$ cat config.mk
export PLATFORM = sky130hd
export DESIGN_NAME = dssc_core
export DESIGN_NICKNAME = d
export VERILOG_FILES = /design/src/dssc_pkg.sv /design/src/dssc_core.sv
export VERILOG_INCLUDE_DIRS = /design/src
export SDC_FILE = /design/constraint.sdc
export NUM_CORES = 1
export LEC_CHECK = 0
export BUFFER_PORTS_ARGS = -buffer_cell sky130_fd_sc_hd__buf_2
export CAP_MARGIN = 20
export CORE_ASPECT_RATIO = 0.75
export CORE_UTILIZATION = 51
export DETAILED_ROUTE_END_ITERATION = 10
export PLACE_DENSITY_LB_ADDON = 0.08
export REMOVE_ABC_BUFFERS = 1
export SYNTH_ARGS = -nofsm -noshare
export SYNTH_HDL_FRONTEND = slang
export SYNTH_SLANG_ARGS = --single-unit
export TNS_END_PERCENT = 1
$ cat constraint.sdc
create_clock -name sys_clk -period 3.35 [get_ports sys_clk]
set_input_delay 0.67 -clock sys_clk [delete_from_list [all_inputs] [get_ports sys_clk]]
set_output_delay 0.67 -clock sys_clk [all_outputs]
set_load 0.005 [all_outputs]
$ cat src/dssc_params.svh
// Constants for the divider start synchroniser configuration block.
`ifndef DSSC_PARAMS_SVH
`define DSSC_PARAMS_SVH

// ----------------------------------------------------------------------------
// Bus map (byte addresses)
// ----------------------------------------------------------------------------
`define DSSC_ADDR_W 4
`define DSSC_OFS_FRAME 4'h0
`define DSSC_OFS_STATUS 4'h4
`define DSSC_OFS_CTRL 4'h8

// ----------------------------------------------------------------------------
// Serial frame layout: low nibble is the register address
// ----------------------------------------------------------------------------
`define DSSC_FRAME_ADDR_W 4
`define DSSC_FRAME_ADDR 4'h9
`define DSSC_STORE_W 28
`define DSSC_STORE_RST 28'h0000000

// ----------------------------------------------------------------------------
// Storage bit positions
// ----------------------------------------------------------------------------
`define DSSC_B_RESYNC_DIS 9
`define DSSC_B_START_SKIP 10
`define DSSC_B_PRESENCE_BP 11
`define DSSC_B_LOCK_BP 12
`define DSSC_B_LOWFB_EN 13
`define DSSC_B_PRESET_INH 14
`define DSSC_B_AUX_DIS 20
`define DSSC_B_POS_X 22
`define DSSC_B_POS_Y 23
`define DSSC_B_NEG_X 24
`define DSSC_B_NEG_Y 25

// ----------------------------------------------------------------------------
// Logic-level output modes, written as {x, y}
// ----------------------------------------------------------------------------
`define DSSC_MODE_ACTIVE 2'b00
`define DSSC_MODE_FLOAT 2'b01
`define DSSC_MODE_INVERT 2'b10
`define DSSC_MODE_LOW 2'b11

// Control register bit that reloads the stored default.
`define DSSC_B_RELOAD 0

`endif

$ cat src/dssc_pkg.sv
// Types shared by the divider start synchroniser configuration block.
package dssc_pkg;

    // Pin-level inputs that arrive from outside the clock domain.
    typedef struct packed {
        logic start_req;
        logic osc_present;
        logic aux_present;
        logic pll_lock;
        logic low_freq_det;
        logic hold_active_low;
        logic global_test_mode_enable;
    } dssc_pins_s;

    // Logic-level drive for the two pins of output 9.
    typedef struct packed {
        logic pos_data;
        logic pos_oe;
        logic neg_data;
        logic neg_oe;
    } dssc_out9_s;

endpackage

$ cat src/dssc_core.sv
// Divider start synchroniser, preset, aux buffer and output 9 mode control.
//
// Summary of operation
// - Resync disable ignored without global test mode.
// - Test mode: disable bit bypasses divider resync.
// - Skip bit bypasses oscillator start synchronisation.
// - Start waits for oscillator/aux presence unless bypassed.
// - Start waits for first lock unless bypassed.
// - Low feedback frequency enable starts sync logic.
// - Inhibit low: hold low presets M divider.
// - Inhibit high: hold never presets M divider.
// - Aux disable bit turns aux buffer off.
// - Positive output 9 pin follows mode field.
// - Negative pin has own same-coded mode field.
//
// Local design decisions: the register addresses and the Avalon-MM slave port.
`timescale 1ns/1ps
`include "dssc_params.svh"

module dssc_core
(
    input wire logic sys_clk, // 100 MHz system clock.
    input wire logic resetn, // Asynchronous active-low reset.
    input wire dssc_pkg::dssc_pins_s pins, // Raw pin levels, synchronised here.
    input wire logic [`DSSC_STORE_W-1:0] nvm_cfg, // Stored power-up defaults.
    input wire logic feedback_mux_select, // Feedback mux select from the core.
    input wire logic output_mux_select, // Output mux select from the core.
    input wire logic out9_src, // Logic-level data for output 9.
    input wire logic [`DSSC_ADDR_W-1:0] avs_address, // Avalon byte address.
    input wire logic avs_read, // Avalon read request.
    input wire logic avs_write, // Avalon write request.
    input wire logic [31:0] avs_writedata, // Avalon write data.
    output logic [31:0] avs_readdata, // Avalon read data.
    output logic avs_waitrequest, // Avalon wait request.
    output logic start_out, // Resynchronised divider start.
    output logic m_div_preset, // Preset request to the M divider.
    output logic aux_buf_en, // Auxiliary input buffer enable.
    output dssc_pkg::dssc_out9_s out9 // Output 9 pin drive.
);
    import dssc_pkg::*;

    // ------------------------------------------------------------------------
    // Reset release and pin synchronisers
    // ------------------------------------------------------------------------
    logic [1:0] rst_sync_r;
    logic rst_n;
    dssc_pins_s pins_m_r;
    dssc_pins_s pins_s_r;

    // Release reset through two flops so every flop leaves reset together.
    always_ff @(posedge sys_clk or negedge resetn)
    begin
        if (!resetn)
            rst_sync_r <= 2'h0;
        else
            rst_sync_r <= {rst_sync_r[0], 1'b1};
    end
    assign rst_n = rst_sync_r[1];

    // Two-flop synchroniser; only the second stage is read by logic.
    always_ff @(posedge sys_clk or negedge rst_n)
    begin
        if (!rst_n)
        begin
            pins_m_r <= '0;
            pins_s_r <= '0;
            pins_m_r.hold_active_low <= 1'b1; // Idle level, so no preset pulse follows reset.
            pins_s_r.hold_active_low <= 1'b1; // Idle level, so no preset pulse follows reset.
        end
        else
        begin
            pins_m_r <= pins;
            pins_s_r <= pins_m_r;
        end
    end

    // ------------------------------------------------------------------------
    // Configuration storage
    // ------------------------------------------------------------------------
    logic [`DSSC_STORE_W-1:0] cfg_r;
    logic load_pend_r;
    logic ack_r;
    logic bus_hit;
    logic frame_wr;
    logic reload_wr;

    // Decodes a word-aligned byte offset against the request address.
    function automatic logic addr_is(input logic [`DSSC_ADDR_W-1:0] a,
                                     input logic [`DSSC_ADDR_W-1:0] ofs);
        addr_is = (a == ofs);
    endfunction

    assign bus_hit = avs_write && !ack_r;
    assign frame_wr = bus_hit && addr_is(avs_address, `DSSC_OFS_FRAME)
                      && (avs_writedata[`DSSC_FRAME_ADDR_W-1:0] == `DSSC_FRAME_ADDR);
    assign reload_wr = bus_hit && addr_is(avs_address, `DSSC_OFS_CTRL)
                       && avs_writedata[`DSSC_B_RELOAD];

    // Default load is requested once after reset and again on reload.
    always_ff @(posedge sys_clk or negedge rst_n)
    begin
        if (!rst_n)
            load_pend_r <= 1'b1;
        else
            load_pend_r <= reload_wr;
    end

    // Storage takes the stored default or a software frame.
    always_ff @(posedge sys_clk or negedge rst_n)
    begin
        if (!rst_n)
            cfg_r <= `DSSC_STORE_RST;
        else if (load_pend_r)
            cfg_r <= nvm_cfg;
        else if (frame_wr)
            cfg_r <= avs_writedata[31:`DSSC_FRAME_ADDR_W];
    end

    // ------------------------------------------------------------------------
    // Start gating
    // ------------------------------------------------------------------------
    logic first_lock_r;
    logic low_fb_go;
    logic presence_ok;
    logic lock_ok;
    logic start_gate;
    logic gated_start;

    // Remember the first lock indication until reset.
    always_ff @(posedge sys_clk or negedge rst_n)
    begin
        if (!rst_n)
            first_lock_r <= 1'b0;
        else if (pins_s_r.pll_lock)
            first_lock_r <= 1'b1;
    end

    // Combine presence, lock and low-frequency conditions.
    always_comb
    begin
        low_fb_go = cfg_r[`DSSC_B_LOWFB_EN] && pins_s_r.low_freq_det;
        presence_ok = cfg_r[`DSSC_B_PRESENCE_BP] || pins_s_r.osc_present
                      || pins_s_r.aux_present;
        lock_ok = cfg_r[`DSSC_B_LOCK_BP] || first_lock_r;
        start_gate = low_fb_go || (presence_ok && lock_ok);
        gated_start = pins_s_r.start_req && start_gate;
    end

    // ------------------------------------------------------------------------
    // Start resynchronisation stages
    // ------------------------------------------------------------------------
    logic [1:0] osc_sync_r;
    logic [1:0] div_sync_r;
    logic osc_stage;
    logic div_bypass;
    logic div_stage;

    // Oscillator stage and divider stage, each bypassable.
    always_comb
    begin
        osc_stage = cfg_r[`DSSC_B_START_SKIP] ? gated_start : osc_sync_r[1];
        div_bypass = pins_s_r.global_test_mode_enable
                     && cfg_r[`DSSC_B_RESYNC_DIS];
        div_stage = div_bypass ? osc_stage : div_sync_r[1];
    end

    // Shift registers that retime the start toward the dividers.
    always_ff @(posedge sys_clk or negedge rst_n)
    begin
        if (!rst_n)
        begin
            osc_sync_r <= 2'h0;
            div_sync_r <= 2'h0;
            start_out <= 1'b0;
        end
        else
        begin
            osc_sync_r <= {osc_sync_r[0], gated_start};
            div_sync_r <= {div_sync_r[0], osc_stage};
            start_out <= div_stage;
        end
    end

    // ------------------------------------------------------------------------
    // Preset, aux buffer and output 9 drive
    // ------------------------------------------------------------------------
    // Maps one mode field and the source bit to pin data and enable.
    function automatic logic [1:0] mode_drive(input logic [1:0] mode, input logic src);
        case (mode)
            `DSSC_MODE_ACTIVE: mode_drive = {src, 1'b1};
            `DSSC_MODE_INVERT: mode_drive = {~src, 1'b1};
            `DSSC_MODE_LOW: mode_drive = {1'b0, 1'b1};
            default: mode_drive = {1'b0, 1'b0};
        endcase
    endfunction

    // Registered preset, buffer enable and pin drive.
    always_ff @(posedge sys_clk or negedge rst_n)
    begin
        if (!rst_n)
        begin
            m_div_preset <= 1'b0;
            aux_buf_en <= 1'b0;
            out9 <= '0;
        end
        else
        begin
            m_div_preset <= !cfg_r[`DSSC_B_PRESET_INH]
                            && !pins_s_r.hold_active_low;
            aux_buf_en <= !cfg_r[`DSSC_B_AUX_DIS]
                          && (feedback_mux_select || output_mux_select);
            {out9.pos_data, out9.pos_oe} <= mode_drive(
                {cfg_r[`DSSC_B_POS_X], cfg_r[`DSSC_B_POS_Y]}, out9_src);
            {out9.neg_data, out9.neg_oe} <= mode_drive(
                {cfg_r[`DSSC_B_NEG_X], cfg_r[`DSSC_B_NEG_Y]}, out9_src);
        end
    end

    // ------------------------------------------------------------------------
    // Avalon-MM slave: one wait state, registered read data
    // ------------------------------------------------------------------------
    assign avs_waitrequest = (avs_read || avs_write) && !ack_r;

    // Acknowledge each request one cycle after it appears.
    always_ff @(posedge sys_clk or negedge rst_n)
    begin
        if (!rst_n)
            ack_r <= 1'b0;
        else
            ack_r <= (avs_read || avs_write) && !ack_r;
    end

    // Read data is captured on the first cycle; unmapped reads give zero.
    always_ff @(posedge sys_clk or negedge rst_n)
    begin
        if (!rst_n)
            avs_readdata <= 32'h0;
        else if (avs_read && !ack_r)
        begin
            if (addr_is(avs_address, `DSSC_OFS_FRAME))
                avs_readdata <= {cfg_r, `DSSC_FRAME_ADDR};
            else if (addr_is(avs_address, `DSSC_OFS_STATUS))
                avs_readdata <= {27'h0, start_out, div_bypass, start_gate,
                                 first_lock_r, load_pend_r};
            else
                avs_readdata <= 32'h0;
        end
    end
endmodule

==> out/qor.tcl, run 1 <==
set qor(cts_resized) 0
set qor(timing_max_transition_violations_final) 0
set qor(reg2regPathDepth) 4
set qor(floorplan.initialDensity_pct) 53.99
set qor(endpoint_kind) {flop}
set qor(pwr_density_cell_nw_per_um2) 510.2
set qor(synth_top_family_by_area) {compound AO/OA/AOI/OAI gates}
set qor(place_congestion) 0.7308
set qor(critical_path.startpoint_type) {flop}
set qor(post-route-drc-count) 0
set qor(synth_seq_cells) 90
set qor(postSynth.topFlopCell) {sky130_fd_sc_hd__dfrtp_1}
set qor(first_pass_grt_wire_length_um) 14360
set qor(chipHeight_um) 76.52
set qor(io_buf_count) 117
set qor(finalSetupTns_ns) 0
set qor(commonest_cells_after_routing_fill_and_taps_aside) {117 x sky130_fd_sc_hd__buf_2, 86 x sky130_fd_sc_hd__dfrtp_1, 30 x sky130_fd_sc_hd__a22o_1}
set qor(placed_cell_count) 476
set qor(post_synthesis_compound_gate_area_fraction_pct) 26.74
set qor(status) {finished clean}
set qor(synth_cell_type_count) 32
set qor(drtIter0Drc) 112
set qor(antenna_found_initial) 0
set qor(regToRegStartpoint) {ack_r$_DFF_PN0_}
set qor(cts-root-buf) {sky130_fd_sc_hd__clkbuf_8}
set qor(post-cts-setup-buffers) 0
set qor(cell_by_cell_listing_of_the_critical_path) {nand2b_1 -> buf_4 -> nor3_1 -> a32o_1}
set qor(critical_path_required_ns) 3.64
set qor(cts_inserted_buffers) 9
set qor(portion_of_the_clock_cycle_consumed_by_the_worst_path_in_the_final_layout_pct) 60.37
set qor(hold_class) {in2async}
set qor(synth_edf_count) 0
set qor(grt.total_usage_pct) 24.92
set qor(async_reset_ff_share_pct) 100.0
set qor(critical_path.slowest_cell) {sky130_fd_sc_hd__nor3_1}
set qor(synth.yosys.seq_area_share_pct) 59.74
set qor(num_io_pins) 118
set qor(clkTransAtPathRegs_ns) 0.08
set qor(worst-path-max-fanout) 22
set qor(antenna_left) 0
set qor(r2r_slack_ns) 1.33
set qor(cpPeakStageDelay_ns) 0.47
set qor(timing.critical_path.arrival_ns) 2.32
set qor(min_period_ns) 2.022
set qor(design.die.area_um2) 7756
set qor(dieWidth_um) 101.4
set qor(tightestPinTransition_ns) 0.8595
set qor(syn-mean-instance-area_um2) 13.49
set qor(use_met2_pct) 38.37
set qor(yosys.area_share.adder_pct) 0
set qor(setup_violations) 0
set qor(cts_tree) {built}
set qor(post_synth_mux_area_share_pct) 0.5964
set qor(globalRouteMet1Util_pct) 34.67
set qor(post_route_non_filler_standard_cell_count) 492
set qor(max-slew-margin-rel_pct) 42.70
set qor(max_cap_viol_count) 0
set qor(clock_tree.buffer_depth) 2
set qor(clock-sinks) 90
set qor(vdd_ir_drop_max_mv) 0.2995
set qor(number_of_global_route_vias_before_repair) 2778
set qor(globalRouteMet3Util_pct) 6.330
set qor(layout_commonest_cell) {sky130_fd_sc_hd__buf_2}
set qor(p_leak_nw) 2.118
set qor(synth.top_cells.by_area) {sky130_fd_sc_hd__dfrtp_1 58%, sky130_fd_sc_hd__a22o_1 7.0%, sky130_fd_sc_hd__o31ai_2 6.6%}
set qor(antenna_cells) 0
set qor(post_synth_and_or_nand_nor_area_fraction_pct) 7.256
set qor(nets) 467
set qor(core_area_um2) 6994
set qor(syn-cell-area_um2) 3776
set qor(route.final.wire_length_um) 9082
set qor(endpoint) {avs_readdata[1]$_DFFE_PN0P_}
set qor(synth_xor_xnor_area_share_pct) 0.4639
set qor(post_drt_wl_per_cell_um) 18.46
set qor(finalHoldViolCount) 0
set qor(grt.overflow.total) 0
set qor(rsz_0062_raised_after_global_routing) {no}
set qor(clock_latency_late_sink_ns) 0.36
set qor(worst-setup-path-type) {reg2reg}
set qor(timing.clock.skew_ns) 0.007391
set qor(routed-via-count) 2835
set qor(grt.busiest_layer) {met2}
set qor(synth_top_area_share_pct) 57.65
set qor(post-route-util_pct) 64.96
set qor(max_clock_freq_mhz) 494.5
set qor(row_count) 26
set qor(final_critical_path_setup_slack_ns) 1.328
set qor(setup.worst_path.start) {ack_r$_DFF_PN0_}
set qor(cts.htree.levels) 3
set qor(dp_slack_ns) 1.018
set qor(detail_route.first_pass.iterations) 4
set qor(drive_above_1_share_pct) 43.91
set qor(cts_hold_buf) 0
set qor(filler_cell_count) 568
set qor(syn_inst) 280
set qor(synth.yosys.warnings) 0
set qor(rr_endpoint) {avs_readdata[1]$_DFFE_PN0P_}
set qor(layout.area.seq_um2) 2260
set qor(synthDominantAreaCellType) {sky130_fd_sc_hd__dfrtp_1}
set qor(hold-worst-slack_ns) 0.07942
set qor(syn_to_final_growth_pct) 20.31
set qor(vias_per_cell) 5.762
set qor(grt_start_max_net_pins) 69
set qor(multiInputGateArea_um2) 1335
set qor(dpl.hpwl_um) 5844
[flip-flops by register name (all words and copies together) (netlist names)]
signal,flops
avs_readdata,32
pins_m_r,7
load_pend_r,1
ack_r,1
first_lock_r,1
aux_buf_en,1
rst_sync_r,2
osc_sync_r,2
div_sync_r,2
out9,4
cfg_r,28
m_div_preset,1
start_out,1
pins_s_r,7
[final cells by class]
type	count	area share, %
Clock buffer	15	3.443
Clock inverter	1	0.1102
Inverter	1	0.08262
Multi-Input combinational cell	160	29.39
Sequential cell	90	49.74
Tap cell	98	2.699
Timing Repair Buffer	127	14.54
[worst max-delay path: cells and delay by family, from the launching register on]
| kind | cells | cell delay, ns |
|---|---|---|
| DFF | 1 | 0.42 |
| AOI/OAI and AO/OA | 1 | 0.24 |
| buffers and inverters | 1 | 0.38 |
| and+or+nand+nor | 2 | 0.91 |
[power by group]
group          switching (mW)  leakage [nW]  internal [mW]
sequential              0.109          1.13           1.23
clock                   0.353        0.0817          0.291
combinational           0.157         0.906          0.182
total                   0.619          2.12           1.70
[worst min-delay path by stage]
stage	slack (ns)	cells after the start	to	from
after floorplan	0.33	0	div_sync_r[1]$_DFF_PN0_	div_sync_r[0]$_DFF_PN0_
after global placement	0.33	0	pins_s_r[5]$_DFF_PN0_	pins_m_r[5]$_DFF_PN0_
after detailed placement	0.33	0	pins_s_r[4]$_DFF_PN0_	pins_m_r[4]$_DFF_PN0_
after CTS	0.06	1	rst_sync_r[1]$_DFF_PN0_	resetn
after global routing	0.07	1	rst_sync_r[1]$_DFF_PN0_	resetn
final	0.08	1	rst_sync_r[1]$_DFF_PN0_	resetn
[synthesized netlist by cell type (all sizes together) (2+ instances only)]
| cell | number |
|---|---|
| dfrtp | 87 |
| a22o | 30 |
| o31ai | 28 |
| a2bb2oi | 20 |
| a41oi | 20 |
| nor2 | 16 |
| buf | 15 |
| clkbuf | 14 |
| nand4 | 9 |
| a31oi | 8 |
| nand2 | 6 |
| nand2b | 4 |
| dfstp | 3 |
| a32o | 2 |
| mux2 | 2 |
| or2 | 2 |
| xnor2 | 2 |
[per-layer routing]
metal	share of wire, %	wire (um)	vias to the layer above
li1	-	-	1312
met2	46	4195	117
met3	6.4	577	9
met4	0.99	90	0
met5	0	0	-
met1	46	4219	1397
[stage by stage]
stage               power [mW]  area, um2
detailed placement       1.697       4382
CTS                      2.341       4543
global placement         1.684       4382
global route             2.437       4543
floorplan                1.533       3587
finish                   2.318       4543
[cells by family after synthesis]
kind of cell              after synthesis
muxes                                   2
and+or+nand+nor                        45
DFF                                    90
other                                   1
xor gates and xnor gates                2
buffers and inverters                  30
AOI/OAI and AO/OA                     110
No activity file was read; power rests on OpenSTA's default activity.
==> inputs of run 2 (changes only) <==
Settings changed: CORE_UTILIZATION 51 to 46.
Clock period 3.35 ns to 1.8 ns, I/O delays scaled along.
==> out/qor.tcl, run 2 (same netlist as run 1, synthesis figures left out) <==
set qor(nets) 477 ;# +2.1%
set qor(setup_violations) 0 ;# unchanged
set qor(hold-worst-slack_ns) 0.08883 ;# +0.009403 ns
set qor(setup.worst_path.start) {avs_address[3]}
set qor(cts_inserted_buffers) 9 ;# unchanged
set qor(dpl.hpwl_um) 5828 ;# -0.26%
set qor(critical_path.startpoint_type) {input pin}
set qor(commonest_cells_after_routing_fill_and_taps_aside) {117 x sky130_fd_sc_hd__buf_2, 86 x sky130_fd_sc_hd__dfrtp_1, 30 x sky130_fd_sc_hd__a22o_1}
set qor(cell_by_cell_listing_of_the_critical_path) {buf_2 -> or4b_2 -> buf_4 -> o31ai_1 -> a31oi_1}
set qor(cts.htree.levels) 3 ;# unchanged
set qor(grt_start_max_net_pins) 89 ;# +29%
set qor(num_io_pins) 118 ;# unchanged
set qor(dieWidth_um) 106.6 ;# +5.2%
set qor(cpPeakStageDelay_ns) 0.70 ;# +0.23 ns
set qor(io_buf_count) 117 ;# unchanged
set qor(clock-sinks) 90 ;# unchanged
set qor(worst-setup-path-type) {in2reg}
set qor(timing_max_transition_violations_final) 0 ;# unchanged
set qor(clock_tree.buffer_depth) 2 ;# unchanged
set qor(filler_cell_count) 680 ;# +20%
set qor(chipHeight_um) 80.47 ;# +5.2%
set qor(antenna_left) 0 ;# unchanged
set qor(r2r_slack_ns) 0.34 ;# -0.99 ns
set qor(portion_of_the_clock_cycle_consumed_by_the_worst_path_in_the_final_layout_pct) 83.60
set qor(number_of_global_route_vias_before_repair) 2744 ;# -1.2%
set qor(clock_power_share_pct) 34.6 ;# +6.8 points
set qor(final_critical_path_setup_slack_ns) 0.2951 ;# -1.033 ns
set qor(route.final.wire_length_um) 9046 ;# -0.40%
set qor(reg2regPathDepth) 3 ;# -1
set qor(drive_above_1_share_pct) 46.53 ;# +2.6 points
set qor(post-route-drc-count) 0 ;# unchanged
set qor(dp_slack_ns) -0.07124 ;# -1.089 ns
set qor(max_flop_register) {avs_readdata}
set qor(p_leak_nw) 2.228 ;# +5.2%
set qor(power.switching_mw) 1.184 ;# +91%
set qor(finalSetupTns_ns) 0 ;# unchanged
set qor(detail_route.first_pass.iterations) 4 ;# unchanged
set qor(rsz_0062_raised_after_global_routing) {no}
set qor(status) {finished clean}
set qor(regToRegStartpoint) {cfg_r[11]$_DFFE_PN0P_}
set qor(endpoint) {cfg_r[22]$_DFFE_PN0P_}
set qor(antenna_cells) 0 ;# unchanged
set qor(max_ffs_per_register) 32 ;# unchanged
set qor(endpoint_kind) {flop}
set qor(power_report.internal_total_mw) 3.601 ;# +110%
set qor(vias_per_cell) 5.664 ;# -1.7%
set qor(cts_tree) {built}
set qor(worst-path-max-fanout) 11 ;# -50%
set qor(core_area_um2) 7918 ;# +13%
set qor(first_pass_grt_wire_length_um) 14410 ;# +0.34%
set qor(critical_path.slowest_cell) {sky130_fd_sc_hd__or4b_2}
set qor(rr_endpoint) {start_out$_DFF_PN0_}
set qor(power.share.sequential_pct) 51.2 ;# -6.4 points
set qor(timing.critical_path.arrival_ns) 1.73 ;# -0.59 ns
set qor(syn_to_final_growth_pct) 26.84
set qor(max_cap_viol_count) 0 ;# unchanged
set qor(design.die.area_um2) 8579 ;# +11%
set qor(place_congestion) 0.7453 ;# +2.0%
set qor(timing.clock.skew_ns) 0.01285 ;# +0.005462 ns
set qor(p_sw_share_pct) 24.74 ;# -2.0 points
set qor(grt.total_usage_pct) 22.52 ;# -2.4 points
set qor(grt.overflow.total) 0 ;# unchanged
set qor(routed-via-count) 2883 ;# +1.7%
set qor(power.share.combinational_pct) 14.2 ;# -0.4 points
set qor(finalHoldViolCount) 0 ;# unchanged
set qor(floorplan.initialDensity_pct) 47.69 ;# -6.3 points
set qor(drtIter0Drc) 153 ;# +37%
set qor(post-route-util_pct) 60.49 ;# -4.5 points
set qor(clkTransAtPathRegs_ns) 0.09 ;# about the same
set qor(post_drt_wl_per_cell_um) 17.77 ;# -3.7%
set qor(pwr_density_cell_nw_per_um2) 999.0 ;# +96%
set qor(layout_commonest_cell) {sky130_fd_sc_hd__buf_2}
set qor(hold_class) {in2reg}
set qor(max_clock_freq_mhz) 664.5
set qor(antenna_found_initial) 0 ;# unchanged
set qor(row_count) 28 ;# +7.7%
set qor(reg.largest.list) {avs_readdata x32, cfg_r x28}
set qor(vdd_ir_drop_max_mv) 0.4500 ;# +50%
set qor(min_period_ns) 1.505
set qor(cts-root-buf) {sky130_fd_sc_hd__clkbuf_8}
set qor(cts_resized) 0 ;# unchanged
set qor(critical_path_required_ns) 2.02 ;# -1.62 ns
set qor(clock_latency_late_sink_ns) 0.36 ;# about the same
run 2: what timing repair did:
item / in CTS / in global routing
endpoints found under the hold margin: 2 / 0
setup buffers: 0 / 0
hold buffers: 1 / 0
run 2: worst min path at each step:
stage | from | to | cells after the start
2_1_floorplan | resetn | rst_sync_r[0]$_DFF_PN0_ | 0
6_report | pins[1] | pins_m_r[1]$_DFF_PN1_ | 1
3_3_place_gp | resetn | rst_sync_r[0]$_DFF_PN0_ | 1
3_5_place_dp | resetn | rst_sync_r[0]$_DFF_PN0_ | 1
4_1_cts | pins[1] | pins_m_r[1]$_DFF_PN1_ | 1
5_1_grt | pins[1] | pins_m_r[1]$_DFF_PN1_ | 1
run 2: metal layers:
layer / routed length, um / part of all wire (%) / track usage (%) / vias to the layer above
met5: 0 / 0 / 0 / -
met4: 55 / 0.61 / 7.534 / 0
met3: 739 / 8.2 / 5.032 / 7
met2: 4214 / 47 / 33.48 / 129
met1: 4037 / 45 / 32.62 / 1409
li1: - / - / - / 1338
run 2: cell type report:
cell class                 count  area [um2]  area share [%]
sequential                    90        2260           47.18
multi-input combinational    160        1338           27.93
timing repair buffer         137       813.3           16.98
clock buffer                  11       141.4           2.952
tap                          105       131.4           2.743
clock inverter                 5       102.6           2.142
inverter                       1       3.754         0.07837
run 2: power by group through the flow:
stage               Sequential, mW  Combinational (mW)  Clock [mW]
CTS                           2.45               0.689        1.70
detailed placement            2.49               0.683           0
global placement              2.48               0.665           0
floorplan                     2.49               0.362           0
finish                        2.45               0.677        1.66
global route                  2.49               0.754        1.77
run 2: critical path, delay by kind of cell:
family / cells / cell delay [ns]
simple gates: 1 / 0.70
buf+inv: 2 / 0.32
compound gates: 2 / 0.34
run 2: through the flow:
step	total power, mW	cell area [um2]	cells
final	4.785	4790	509
after global placement	3.150	4536	492
after detailed placement	3.176	4536	492
after global routing	5.012	4790	509
after floorplan	2.853	3587	251
after CTS	4.845	4790	509
